$ cat config.mk
export PLATFORM = sky130hd
export DESIGN_NAME = docs_cal_seq
export DESIGN_NICKNAME = d
export VERILOG_FILES = /design/src/logic/docs_pkg.sv /design/src/logic/docs_cal_seq.sv /design/src/logic/docs_sar_chan.sv
export SDC_FILE = /design/constraint.sdc
export NUM_CORES = 1
export LEC_CHECK = 0
export BUFFER_PORTS_ARGS = -buffer_cell sky130_fd_sc_hd__buf_2
export CORE_UTILIZATION = 59
export DETAILED_ROUTE_END_ITERATION = 16
export GPL_ROUTABILITY_DRIVEN = 0
export GPL_TIMING_DRIVEN = 1
export PLACE_DENSITY = 0.88
export RECOVER_POWER = 50
export SYNTH_ARGS = -nofsm -noshare
export SYNTH_HDL_FRONTEND = slang
export SYNTH_SLANG_ARGS = --single-unit
$ cat constraint.sdc
create_clock -name i_sys_clk -period 3.8 [get_ports i_sys_clk]
set_input_delay 0.38 -clock i_sys_clk [delete_from_list [all_inputs] [get_ports i_sys_clk]]
set_output_delay 0.38 -clock i_sys_clk [all_outputs]
set_load 0.03 [all_outputs]
$ cat src/logic/docs_pkg.sv
// How it works
// - slot clock is reference over divider, then two
// - cycle starts only on trigger rising edge
// - slots one to seven only settle circuits
// - slots eight to ten balance comparators
// - slots thirteen to twenty-one run search
// - comparator sign picks polarity, step halves
// - from slot twenty-two hold code
// - eight-bit register drives current dac
// - comparator feeds decision stage updating register
// - each channel has its own comparator
// - agc amplifiers off during receive calibration
// - request accepted in any operating mode
// - config bit enables output common-mode bias
// - divider is seven-bit field, bits 2-8
// - bias enable is bit thirteen of word
// - words shift msb first, latch on strobe
// - two low bits select target register
package docs_pkg;
   localparam int DOCS_SHIFT_W = 20;                 // serial word length
   localparam int DOCS_DIV_W = 7;                    // divider field width
   localparam int DOCS_DAC_W = 8;                    // approximation register width
   localparam int DOCS_SLOT_W = 5;                   // slot counter width
   localparam logic [1:0] DOCS_ADDR_CAL = 2'h3;      // address of offset calibration word
   localparam int DOCS_DIV_LSB = 2;                  // divider field starts above address bits
   localparam int DOCS_BIAS_BIT = 13;                // bias enable position in serial word
   localparam logic [4:0] DOCS_SLOT_SETTLE_END = 5'h07;
   localparam logic [4:0] DOCS_SLOT_BAL_FIRST = 5'h08;
   localparam logic [4:0] DOCS_SLOT_BAL_LAST = 5'h0A;
   localparam logic [4:0] DOCS_SLOT_SRCH_FIRST = 5'h0D;
   localparam logic [4:0] DOCS_SLOT_SRCH_LAST = 5'h15;
   localparam logic [4:0] DOCS_SLOT_HOLD = 5'h16;
   localparam logic [7:0] DOCS_DAC_MID = 8'h80;      // first trial code
   localparam logic [6:0] DOCS_DIV_RST = 7'h01;      // divider reset value
   typedef enum logic [4:0] {
      DOCS_IDLE   = 5'b00001,
      DOCS_SETTLE = 5'b00010,
      DOCS_BAL    = 5'b00100,
      DOCS_SRCH   = 5'b01000,
      DOCS_HOLD   = 5'b10000
   } docs_state_e;
endpackage

$ cat src/logic/docs_cal_seq.sv
`timescale 1ns/1ps
// offset calibration sequencer with serial configuration port
module docs_cal_seq
   import docs_pkg::*;
(
   // clock and reset
   input wire logic i_sys_clk,
   input wire logic i_nrst,
   // reference input, sampled
   input wire logic i_ref_in,
   // serial configuration
   input wire logic i_ser_clk,
   input wire logic i_ser_data,
   input wire logic i_latch_strobe,
   // calibration trigger from controller
   input wire logic i_cal_trig,
   // operating mode
   input wire logic i_rx_mode,
   // comparators, one per channel
   input wire logic i_cmp_inphase_hi,
   input wire logic i_cmp_quad_hi,
   // dac codes
   output logic [docs_pkg::DOCS_DAC_W-1:0] o_offset_current_dac_i,
   output logic [docs_pkg::DOCS_DAC_W-1:0] o_offset_current_dac_q,
   // analog controls
   output logic o_cmp_balance,
   output logic o_agc_off,
   output logic o_out_bias_en,
   output logic o_cal_busy,
   output logic [docs_pkg::DOCS_SLOT_W-1:0] o_slot
);
   // cycle phase
   docs_state_e st_q, st_d;                 // sequencer state
   // configuration state
   logic [DOCS_SHIFT_W-1:0] sh_q, sh_d;     // serial shift register
   logic [DOCS_DIV_W-1:0] div_q, div_d;     // divider setting
   logic bias_q, bias_d;                    // output bias enable
   // pin edge history
   logic sck_q, sck_d;                      // serial clock history
   logic le_q, le_d;                        // strobe history
   logic ref_q, ref_d;                      // reference history
   logic trg_q, trg_d;                      // trigger history
   // divider chain
   logic [DOCS_DIV_W-1:0] cnt_q, cnt_d;     // reference edge count
   logic half_q, half_d;                    // divide by two stage
   // slot tracking
   logic [DOCS_SLOT_W-1:0] slot_q, slot_d;  // active slot number
   logic rx_cal_q, rx_cal_d;                // cycle began in receive
   // combinational strobes
   logic trig_rise;                         // trigger went high
   logic ref_rise;                          // reference went high
   logic slot_tick;                         // one slot period ends
   logic sar_load;                          // preset both channels
   logic sar_step;                          // one search step

   // edge detects on sampled pins
   // history flops reset low, matching the idle pin levels
   assign trig_rise = i_cal_trig & ~trg_q;
   assign ref_rise = i_ref_in & ~ref_q;

   // serial configuration capture
   always_comb begin
      sh_d = sh_q;
      div_d = div_q;
      bias_d = bias_q;
      sck_d = i_ser_clk;
      le_d = i_latch_strobe;
      // shift on serial clock rise, frozen while strobe is high
      if (i_ser_clk && !sck_q && !i_latch_strobe) begin
         sh_d = {sh_q[DOCS_SHIFT_W-2:0], i_ser_data};
      end
      // strobe rise copies an addressed word into the settings
      if (i_latch_strobe && !le_q && (sh_q[1:0] == DOCS_ADDR_CAL)) begin
         div_d = sh_q[DOCS_DIV_LSB +: DOCS_DIV_W];
         bias_d = sh_q[DOCS_BIAS_BIT];
      end
   end

   // register configuration state
   always_ff @(posedge i_sys_clk or negedge i_nrst) begin
      if (!i_nrst) begin
         // divider starts at one, bias off
         sh_q <= '0;
         div_q <= DOCS_DIV_RST;
         bias_q <= 1'b0;
         sck_q <= 1'b0;
         le_q <= 1'b0;
      end else begin
         // take next values
         sh_q <= sh_d;
         div_q <= div_d;
         bias_q <= bias_d;
         sck_q <= sck_d;
         le_q <= le_d;
      end
   end

   // slot clock: reference over divider, then over two
   always_comb begin
      cnt_d = cnt_q;
      half_d = half_q;
      slot_tick = 1'b0;
      ref_d = i_ref_in;
      // trigger realigns the divider so slot one is whole
      if (trig_rise) begin
         cnt_d = '0;
         half_d = 1'b0;
      end else if (ref_rise) begin
         // divider of zero behaves as one
         if (cnt_q + 7'h01 >= ((div_q == '0) ? 7'h01 : div_q)) begin
            // divider wraps: toggle halving stage, tick on its fall
            cnt_d = '0;
            half_d = ~half_q;
            slot_tick = half_q;
         end else begin
            // still counting toward the divider
            cnt_d = cnt_q + 7'h01;
         end
      end
   end

   // register divider chain
   always_ff @(posedge i_sys_clk or negedge i_nrst) begin
      if (!i_nrst) begin
         // counter cleared, halving stage low
         cnt_q <= '0;
         half_q <= 1'b0;
         ref_q <= 1'b0;
      end else begin
         // take next values
         cnt_q <= cnt_d;
         half_q <= half_d;
         ref_q <= ref_d;
      end
   end

   // slot sequencer, mode independent
   always_comb begin
      // defaults: keep state, no channel strobes
      st_d = st_q;
      slot_d = slot_q;
      trg_d = i_cal_trig;
      rx_cal_d = rx_cal_q;
      sar_load = 1'b0;
      sar_step = 1'b0;
      if (trig_rise) begin
         // restart from slot one at any time
         st_d = DOCS_SETTLE;
         slot_d = 5'h01;
         rx_cal_d = i_rx_mode;
         sar_load = 1'b1;
      end else if (slot_tick && (st_q != DOCS_IDLE) && (st_q != DOCS_HOLD)) begin
         // one slot further per tick while a cycle runs
         slot_d = slot_q + 5'h01;
         // a tick that leaves a search slot is one step
         if (st_q == DOCS_SRCH) begin
            sar_step = 1'b1;
         end
         // state follows the slot being entered
         unique case (slot_q + 5'h01)
            DOCS_SLOT_BAL_FIRST: begin
               st_d = DOCS_BAL;
            end
            DOCS_SLOT_BAL_LAST + 5'h01: begin
               st_d = DOCS_SETTLE;          // idle wait slots
            end
            DOCS_SLOT_SRCH_FIRST: begin
               st_d = DOCS_SRCH;
            end
            DOCS_SLOT_HOLD: begin
               st_d = DOCS_HOLD;
            end
            default: begin
               st_d = st_q;                 // other slots keep current state
            end
         endcase
      end
   end

   // register sequencer state
   always_ff @(posedge i_sys_clk or negedge i_nrst) begin
      if (!i_nrst) begin
         // idle, no slot active
         st_q <= DOCS_IDLE;
         slot_q <= '0;
         trg_q <= 1'b0;
         rx_cal_q <= 1'b0;
      end else begin
         // take next values
         st_q <= st_d;
         slot_q <= slot_d;
         trg_q <= trg_d;
         rx_cal_q <= rx_cal_d;
      end
   end

   // independent channels
   // in-phase channel
   docs_sar_chan #(.W(DOCS_DAC_W)) u_chan_i (
      .i_sys_clk(i_sys_clk),
      .i_nrst(i_nrst),
      .i_load(sar_load),
      .i_step(sar_step),
      .i_cmp_hi(i_cmp_inphase_hi),
      .o_code(o_offset_current_dac_i)
   );

   // quadrature channel
   docs_sar_chan #(.W(DOCS_DAC_W)) u_chan_q (
      .i_sys_clk(i_sys_clk),
      .i_nrst(i_nrst),
      .i_load(sar_load),
      .i_step(sar_step),
      .i_cmp_hi(i_cmp_quad_hi),
      .o_code(o_offset_current_dac_q)
   );

   // outputs
   // state decodes, no extra flops between state and pins
   assign o_cmp_balance = (st_q == DOCS_BAL);
   // busy covers slots one to twenty-one
   assign o_cal_busy = (st_q != DOCS_IDLE) && (st_q != DOCS_HOLD);
   assign o_agc_off = o_cal_busy && rx_cal_q;
   assign o_out_bias_en = bias_q;
   assign o_slot = slot_q;
endmodule

$ cat src/logic/docs_sar_chan.sv
`timescale 1ns/1ps
// one channel decision stage and approximation register
module docs_sar_chan
   import docs_pkg::*;
#(
   parameter int W = docs_pkg::DOCS_DAC_W
) (
   // clock and reset
   input wire logic i_sys_clk,
   input wire logic i_nrst,
   // control
   input wire logic i_load,           // preset first trial
   input wire logic i_step,           // one search slot ends
   input wire logic i_cmp_hi,         // comparator says offset positive
   // result
   output logic [W-1:0] o_code
);
   logic [W-1:0] code_q, code_d;      // current trial code
   logic [W-1:0] bit_q, bit_d;        // bit under trial

   // next trial: keep or drop tested bit, try next lower
   always_comb begin
      code_d = code_q;
      bit_d = bit_q;
      if (i_load) begin
         code_d = W'(DOCS_DAC_MID);
         bit_d = W'(DOCS_DAC_MID);
      end else if (i_step && (bit_q != '0)) begin
         // sign decides polarity, step halves
         if (i_cmp_hi) begin
            code_d = (code_q & ~bit_q) | (bit_q >> 1);
         end else begin
            code_d = code_q | (bit_q >> 1);
         end
         bit_d = bit_q >> 1;
      end
   end

   // register state
   always_ff @(posedge i_sys_clk or negedge i_nrst) begin
      if (!i_nrst) begin
         code_q <= W'(DOCS_DAC_MID);
         bit_q <= '0;
      end else begin
         code_q <= code_d;
         bit_q <= bit_d;
      end
   end

   assign o_code = code_q;
endmodule

* After elaboration in Yosys (flattened, before gate mapping)
Cells that the tools add are included.
** Operators by class
- $add $sub $neg :: 2
- Magnitude comparators :: 1
- Equal/unequal tests :: 9
- Muxes and demuxes :: 29
- Bitwise logic cells :: 13
- Reduce and logical (&&, ||, !) cells :: 24
** Operators by type and width (count)
- $mux 8 :: 10
- $or 8x7->8 :: 4
- $mux 7 :: 4
- $eq 5x4->1 const B :: 4
- $mux 5 :: 4
- $pmux 5 s4 :: 1
- $and 8x8->8 :: 2
- $not 8->8 :: 2
- $reduce_bool 8->1 :: 2
- $logic_and 1x1->1 :: 10
- $mux 1 :: 10
- $reduce_bool 2->1 :: 5
- $add 7x1->7 const B :: 1
- $ge 7x7->1 :: 1
- $logic_not 7->1 :: 1
- $add 5x1->5 const B :: 1
- $eq 5x3->1 const B :: 1
- $eq 5x5->1 const B :: 1
- $ne 5x1->1 const B :: 1
- $ne 5x5->1 const B :: 1
- $reduce_bool 5->1 :: 1
- $reduce_and 2->1 :: 2
- $logic_not 1->1 :: 3
- $not 1->1 :: 3
- other kinds (2) :: 3
** Word-level totals
- Bits in registers :: 77
- Bits of input ports :: 10
- Output and inout bits :: 25

* Longest topological paths before layout
- Word-level depth :: 13
- Mapped depth :: 12

* Modules after synthesis
Synthesis repeated with hierarchy kept, for this count alone.
** Unflattened totals
- Cell total of the unflattened synthesis :: 314
- Area total of the unflattened synthesis :: 3704.8 µm²
** By module, submodules not included
- docs_cal_seq :: instances 1, cells an instance 192, area an instance 2278.4 µm², seq. area each 1128.6 µm²
- docs_sar_chan :: instances 2, cells an instance 61, area an instance 713.2 µm², seq. area each 401.6 µm²

* Worst setup path before layout
OpenSTA, ideal clock, no wires.
- Kind :: register to register
- Start :: register cnt_q[0]
- End :: register slot_q[1], in the netlist o_slot[1]
- Data arrival time :: 2.561 ns
- Required time :: 3.722 ns
- Path slack :: 1.161 ns
- Stages on the path, launching flop included :: 13
- Path buffers :: 2
- Cells stage by stage :: dfrtp_1 -> ha_1 -> nand3_1 -> nor2_1 -> xor2_1 -> ha_1 -> and2_1 -> a221o_1 -> a41oi_1 -> buf_4 -> buf_2 -> o21ai_0 -> a21oi_1
** Between the ends
- Longest elaborated chain between the ends :: 8
** RTL lines
- from (decl) :: line docs_cal_seq.sv:44 : logic [DOCS_DIV_W-1:0] cnt_q, cnt_d;
- from (signal assigned) :: line docs_cal_seq.sv:131 : cnt_q <= cnt_d;
- $add 7x1->7 :: line docs_cal_seq.sv:110 : if (cnt_q + 7'h01 >= ((div_q == '0) ? 7'h01 : div_q)) begin
- $ge 7x7->1 :: line docs_cal_seq.sv:110
- $mux 1 :: line docs_cal_seq.sv:110
- $mux 1 :: line docs_cal_seq.sv:108 : end else if (ref_rise) begin
- $mux 1 :: line docs_cal_seq.sv:105 : if (trig_rise) begin
- $logic_and 1x1->1 (2 in a row) :: line docs_cal_seq.sv:152 : end else if (slot_tick && (st_q != DOCS_IDLE) && (st_q != DOCS_HOLD)) begin
- $reduce_bool 2->1 (no line)
- to (signal assigned) :: line docs_cal_seq.sv:191 : slot_q <= slot_d;
- to (decl) :: line docs_cal_seq.sv:47 : logic [DOCS_SLOT_W-1:0] slot_q, slot_d;
Every way passes these cells.
A chain may end at the register's enable or synchronous reset.

* Worst setup path in the final report
- Start :: register cnt_q[0]
- End :: register u_chan_i.bit_q[0]
** Between the ends
- Longest elaborated chain between the ends :: 11
** RTL lines
- $add 7x1->7 :: line docs_cal_seq.sv:110
- $ge 7x7->1 :: line docs_cal_seq.sv:110
- $mux 1 :: line docs_cal_seq.sv:110
- $mux 1 :: line docs_cal_seq.sv:108
- $mux 1 :: line docs_cal_seq.sv:105
- $logic_and 1x1->1 (2 in a row) :: line docs_cal_seq.sv:152
- $mux 1 :: line docs_cal_seq.sv:152
- $mux 1 :: line docs_cal_seq.sv:146 : if (trig_rise) begin
- $logic_and 1x1->1 :: line docs_sar_chan.sv:28 : end else if (i_step && (bit_q != '0)) begin
- $reduce_bool 2->1 (no line)
- to (signal assigned) :: line docs_sar_chan.sv:46 : bit_q <= bit_d;
- to (decl) :: line docs_sar_chan.sv:19 : logic [W-1:0] bit_q, bit_d;
Every way passes these cells.

==> key figures <==
Outcome
  – Result of the run: finished, violations left
  – Violations in the final reports: max-capacitance violations, max-slew violations

Synthesis
  – Top-area cell type share of the netlist area: 0.475
  – Area of the mapped netlist: 0.00385 mm2
  – Post-synthesis async set-or-reset flop share: 1.00
  – Main flop type after synthesis: dfrtp_1
  – Sequential cell area fraction in the yosys report: 0.502
  – Post-synthesis cell count: 368
  – Cell taking the most area after synthesis: dfrtp_1
  – Number of synthesized register bits: 77
  – Post-Synthesis Net Count: 391
  – Number of distinct library cells after synthesis: 51
  – Synth area leaders: dfrtp_1, mux2_2, o21ai_0
  – Synthesized area per cell: 10.5 um2
  – Number of enable-type register cells in the synthesized netlist: 0
  – Number of synthesis warnings: 0

STA
  – Fmax: 0.299 GHz
  – Worst Tran Pin Value: 1.87 ns
  – Final critical path time including I/O delays and setup: 3.34 ns
  – RSZ-0062 raised after global routing: no
  – Final hold violations: 0
  – Setup-failing EPs final: 0
  – Normalized max-slew margin: -0.245
  – Clock skew: 0.00986 ns
  – Fin crit share: 0.879
  – Setup total negative slack: 0 ns
  – Max-slew violation count: 78

Setup path
  – Critical Path Source: cnt_q[0]
  – Data required time of the worst path: 4.05 ns
  – Crit. path cell count: 11
  – R2R depth: 11
  – Worst reg-to-reg setup slack: 0.46 ns
  – Reg2Reg Launch Point: cnt_q[0]
  – Kind of critical path: flip-flop to flip-flop
  – Worst path top cell family by delay: compound AO/OA/AOI/OAI gates
  – Setup crit start kind: flip-flop
  – Crit path buf inv count: 1
  – Maximum fanout encountered on the critical timing path: 17
  – Arrival time of the worst setup path: 3.59 ns
  – Slowest-stage cell, CP: a41oi_2
  – CP peak stage delay: 0.56 ns
  – Ordered list of cells on the worst path: ha_1 -> nand3_1 -> nor2_1 -> xor2_1 -> ha_1 -> and2_1 -> a221o_1 -> a41oi_2 -> buf_4 -> o21ai_0 -> a21oi_1
  – Endpoint class of the critical path: flip-flop
  – Destination of the worst register-to-register timing path: u_chan_i.bit_q[0]
  – Crit path capture: u_chan_i.bit_q[0]
  – Crit path top cell by count: ha_1

Routing
  – Per-cell routed wire length: 17.3 um
  – First-pass detailed-route iteration total: 6
  – Vias: 3043
  – Average vias per placed instance: 6.38
  – Count of antenna-violating nets left after detailed routing: 0
  – Starting DRC count in detailed routing: 317
  – Routed wire length: 8.26 mm
  – Final routed DRC violation total: 0

Layout
  – Share of layout cells above drive strength 1: 0.198
  – Commonest cells after routing, fill and taps aside: dfrtp_1, o21ai_0, nand2_1, nand3_1, buf_2
  – Sequential cell area in the final layout: 0.00193 mm2
  – Filler Cells Inserted: 477
  – Filler-free cell count of the finished design: 477
  – Final Net Count: 418
  – Multi-input gate area: 0.00176 mm2
  – Synth-to-Final Area Change: 10.4%
  – Share of the core filled with cells: 0.672
  – N_diodes: 0
  – Most frequent standard cell in the layout excluding fill and tap cells: dfrtp_1
  – Cell area after layout: 0.00425 mm2

Power and ir drop
  – Peak ir drop on the vdd network: 0.468 mV
  – Power per Cell Area: 591 mW/mm2
  – Static Leak: 1.88 nW

Clock tree
  – H-Tree Depth: 3
  – Maximum count of clock buffers along a single path: 2
  – Sinks on the clock net: 77
  – Post-CTS Repair Setup Buffers: 0
  – Clock root cell: clkbuf_8
  – Total of hold buffers inserted after clock tree synthesis: 0
  – TritonCTS clock tree: yes
  – Count of instances resized after the clock tree is built: 0
  – Worst-skew pair later-pin latency: 0.35 ns
  – Post-CTS clock slew at the launch and capture registers of the worst setup and hold paths: 0.08 ns
  – Number of buffers created by CTS: 9

Place
  – Instance area after placement: 0.00405 mm2
  – Half-perimeter wire length after detailed placement: 5.40 mm
  – Number of port buffers: 34
  – Number of placed instances with taps included: 461

Die
  – Die Footprint: 0.00685 mm2
  – Placeable Area: 0.00631 mm2
  – Effective utilization at floorplan: 0.609
  – Total I/O pin count: 35
  – Floorplan die width: 82.7 um
  – DIE HEIGHT: 82.7 um
  – FP Rows: 29

Worst hold path
  – Worst min path class: primary input to flip-flop

GRT
  – All-layer global routing usage: 0.264
  – Pin count of the biggest net entering global routing: 78
  – Sum of overflow across all layers after global routing: 0
  – Global-route wire length before repair: 13.4 mm
  – Initial antenna violation count: 0
  – Vias in the first global route: 2790

Run
  – Count of max-cap constraint violations: 1
==> synth_stat cells, drive strengths merged (7+ instances only) <==
cell	n
dfrtp	73
o21ai	33
nand2	30
nand3	28
mux2	22
a21oi	20
clkbuf	13
ha	13
inv	12
buf	11
a32o	9
nor3b	9
nand4	8
nor2	7
nor4b	7
==> where the power goes <==
part	internal (mW)	total, mW	switching, mW
registers	0.916	0.999	0.0831
logic	0.282	0.837	0.555
clock network	0.370	0.674	0.304
total	1.57	2.51	0.942
==> how the worst min path moves through the flow <==
stage	from	endpoint	slack [ns]	depth (start not counted)
detailed placement	u_chan_i.o_code[7]	u_chan_i.o_code[7]	0.46	2
floorplan	i_nrst	cnt_q[0]	0.08	0
global placement	u_chan_i.o_code[7]	u_chan_i.o_code[7]	0.46	2
finish	i_ser_clk	sck_q	0.15	1
CTS	i_ser_clk	sck_q	0.14	1
global route	i_ser_clk	sck_q	0.13	1
==> layer usage <==
| metal | track usage | part of all wire |
|---|---|---|
| met5 | 0 | 0 |
| met4 | 0.0690 | 0.011 |
| met3 | 0.0626 | 0.059 |
| met2 | 0.435 | 0.50 |
| met1 | 0.352 | 0.43 |
==> registers in the layout, summed over array words and instances (netlist names) <==
signal and flops:
sh_q 14, u_chan_i.bit_q 8, u_chan_i.o_code 8, u_chan_q.bit_q 8
u_chan_q.o_code 8, cnt_q 7, div_q 7, o_slot 5
st_q 5, half_q 1, le_q 1, o_out_bias_en 1
ref_q 1, rx_cal_q 1, sck_q 1, trg_q 1
==> cells by family (layout without fill, tap and decap cells) <==
family	Yosys count	in the layout	synth area share
buffers and inverters	36	68	0.0436
AO/OA/AOI/OAI	90	90	0.150
XOR/XNOR	7	7	0.0159
flip-flops	77	77	0.502
multiplexers	22	22	0.0644
adder cells (fa/ha/maj)	13	13	0.0423
AND/OR/NAND/NOR	123	123	0.182
==> final cells by class <==
class / instances / area share
Inverter: 12 / 0.0106
Tap cell: 77 / 0.0227
Timing Repair Buffer: 40 / 0.0469
Clock inverter: 6 / 0.0203
Sequential cell: 77 / 0.455
Clock buffer: 10 / 0.0301
Multi-Input combinational cell: 255 / 0.414
==> worst reg2reg max path, delay by kind of cell, from the launching register on <==
family	cells	cell delay [ns]
adders and majority gates	2	0.52
and+or+nand+nor	3	0.49
xor gates and xnor gates	1	0.22
AOI/OAI and AO/OA	4	1.24
buffers and inverters	1	0.32
DFF	1	0.44
==> stage by stage <==
stage	hold WS, ns	total power, mW	worst slack (ns)
after floorplan	0.0844	1.62	1.16
final	0.151	2.51	0.460
after global placement	0.460	1.79	0.787
after global routing	0.130	2.65	0.267
after CTS	0.143	2.51	0.522
after detailed placement	0.458	1.84	0.547
Note: power is estimated with default switching activity, not from simulation.
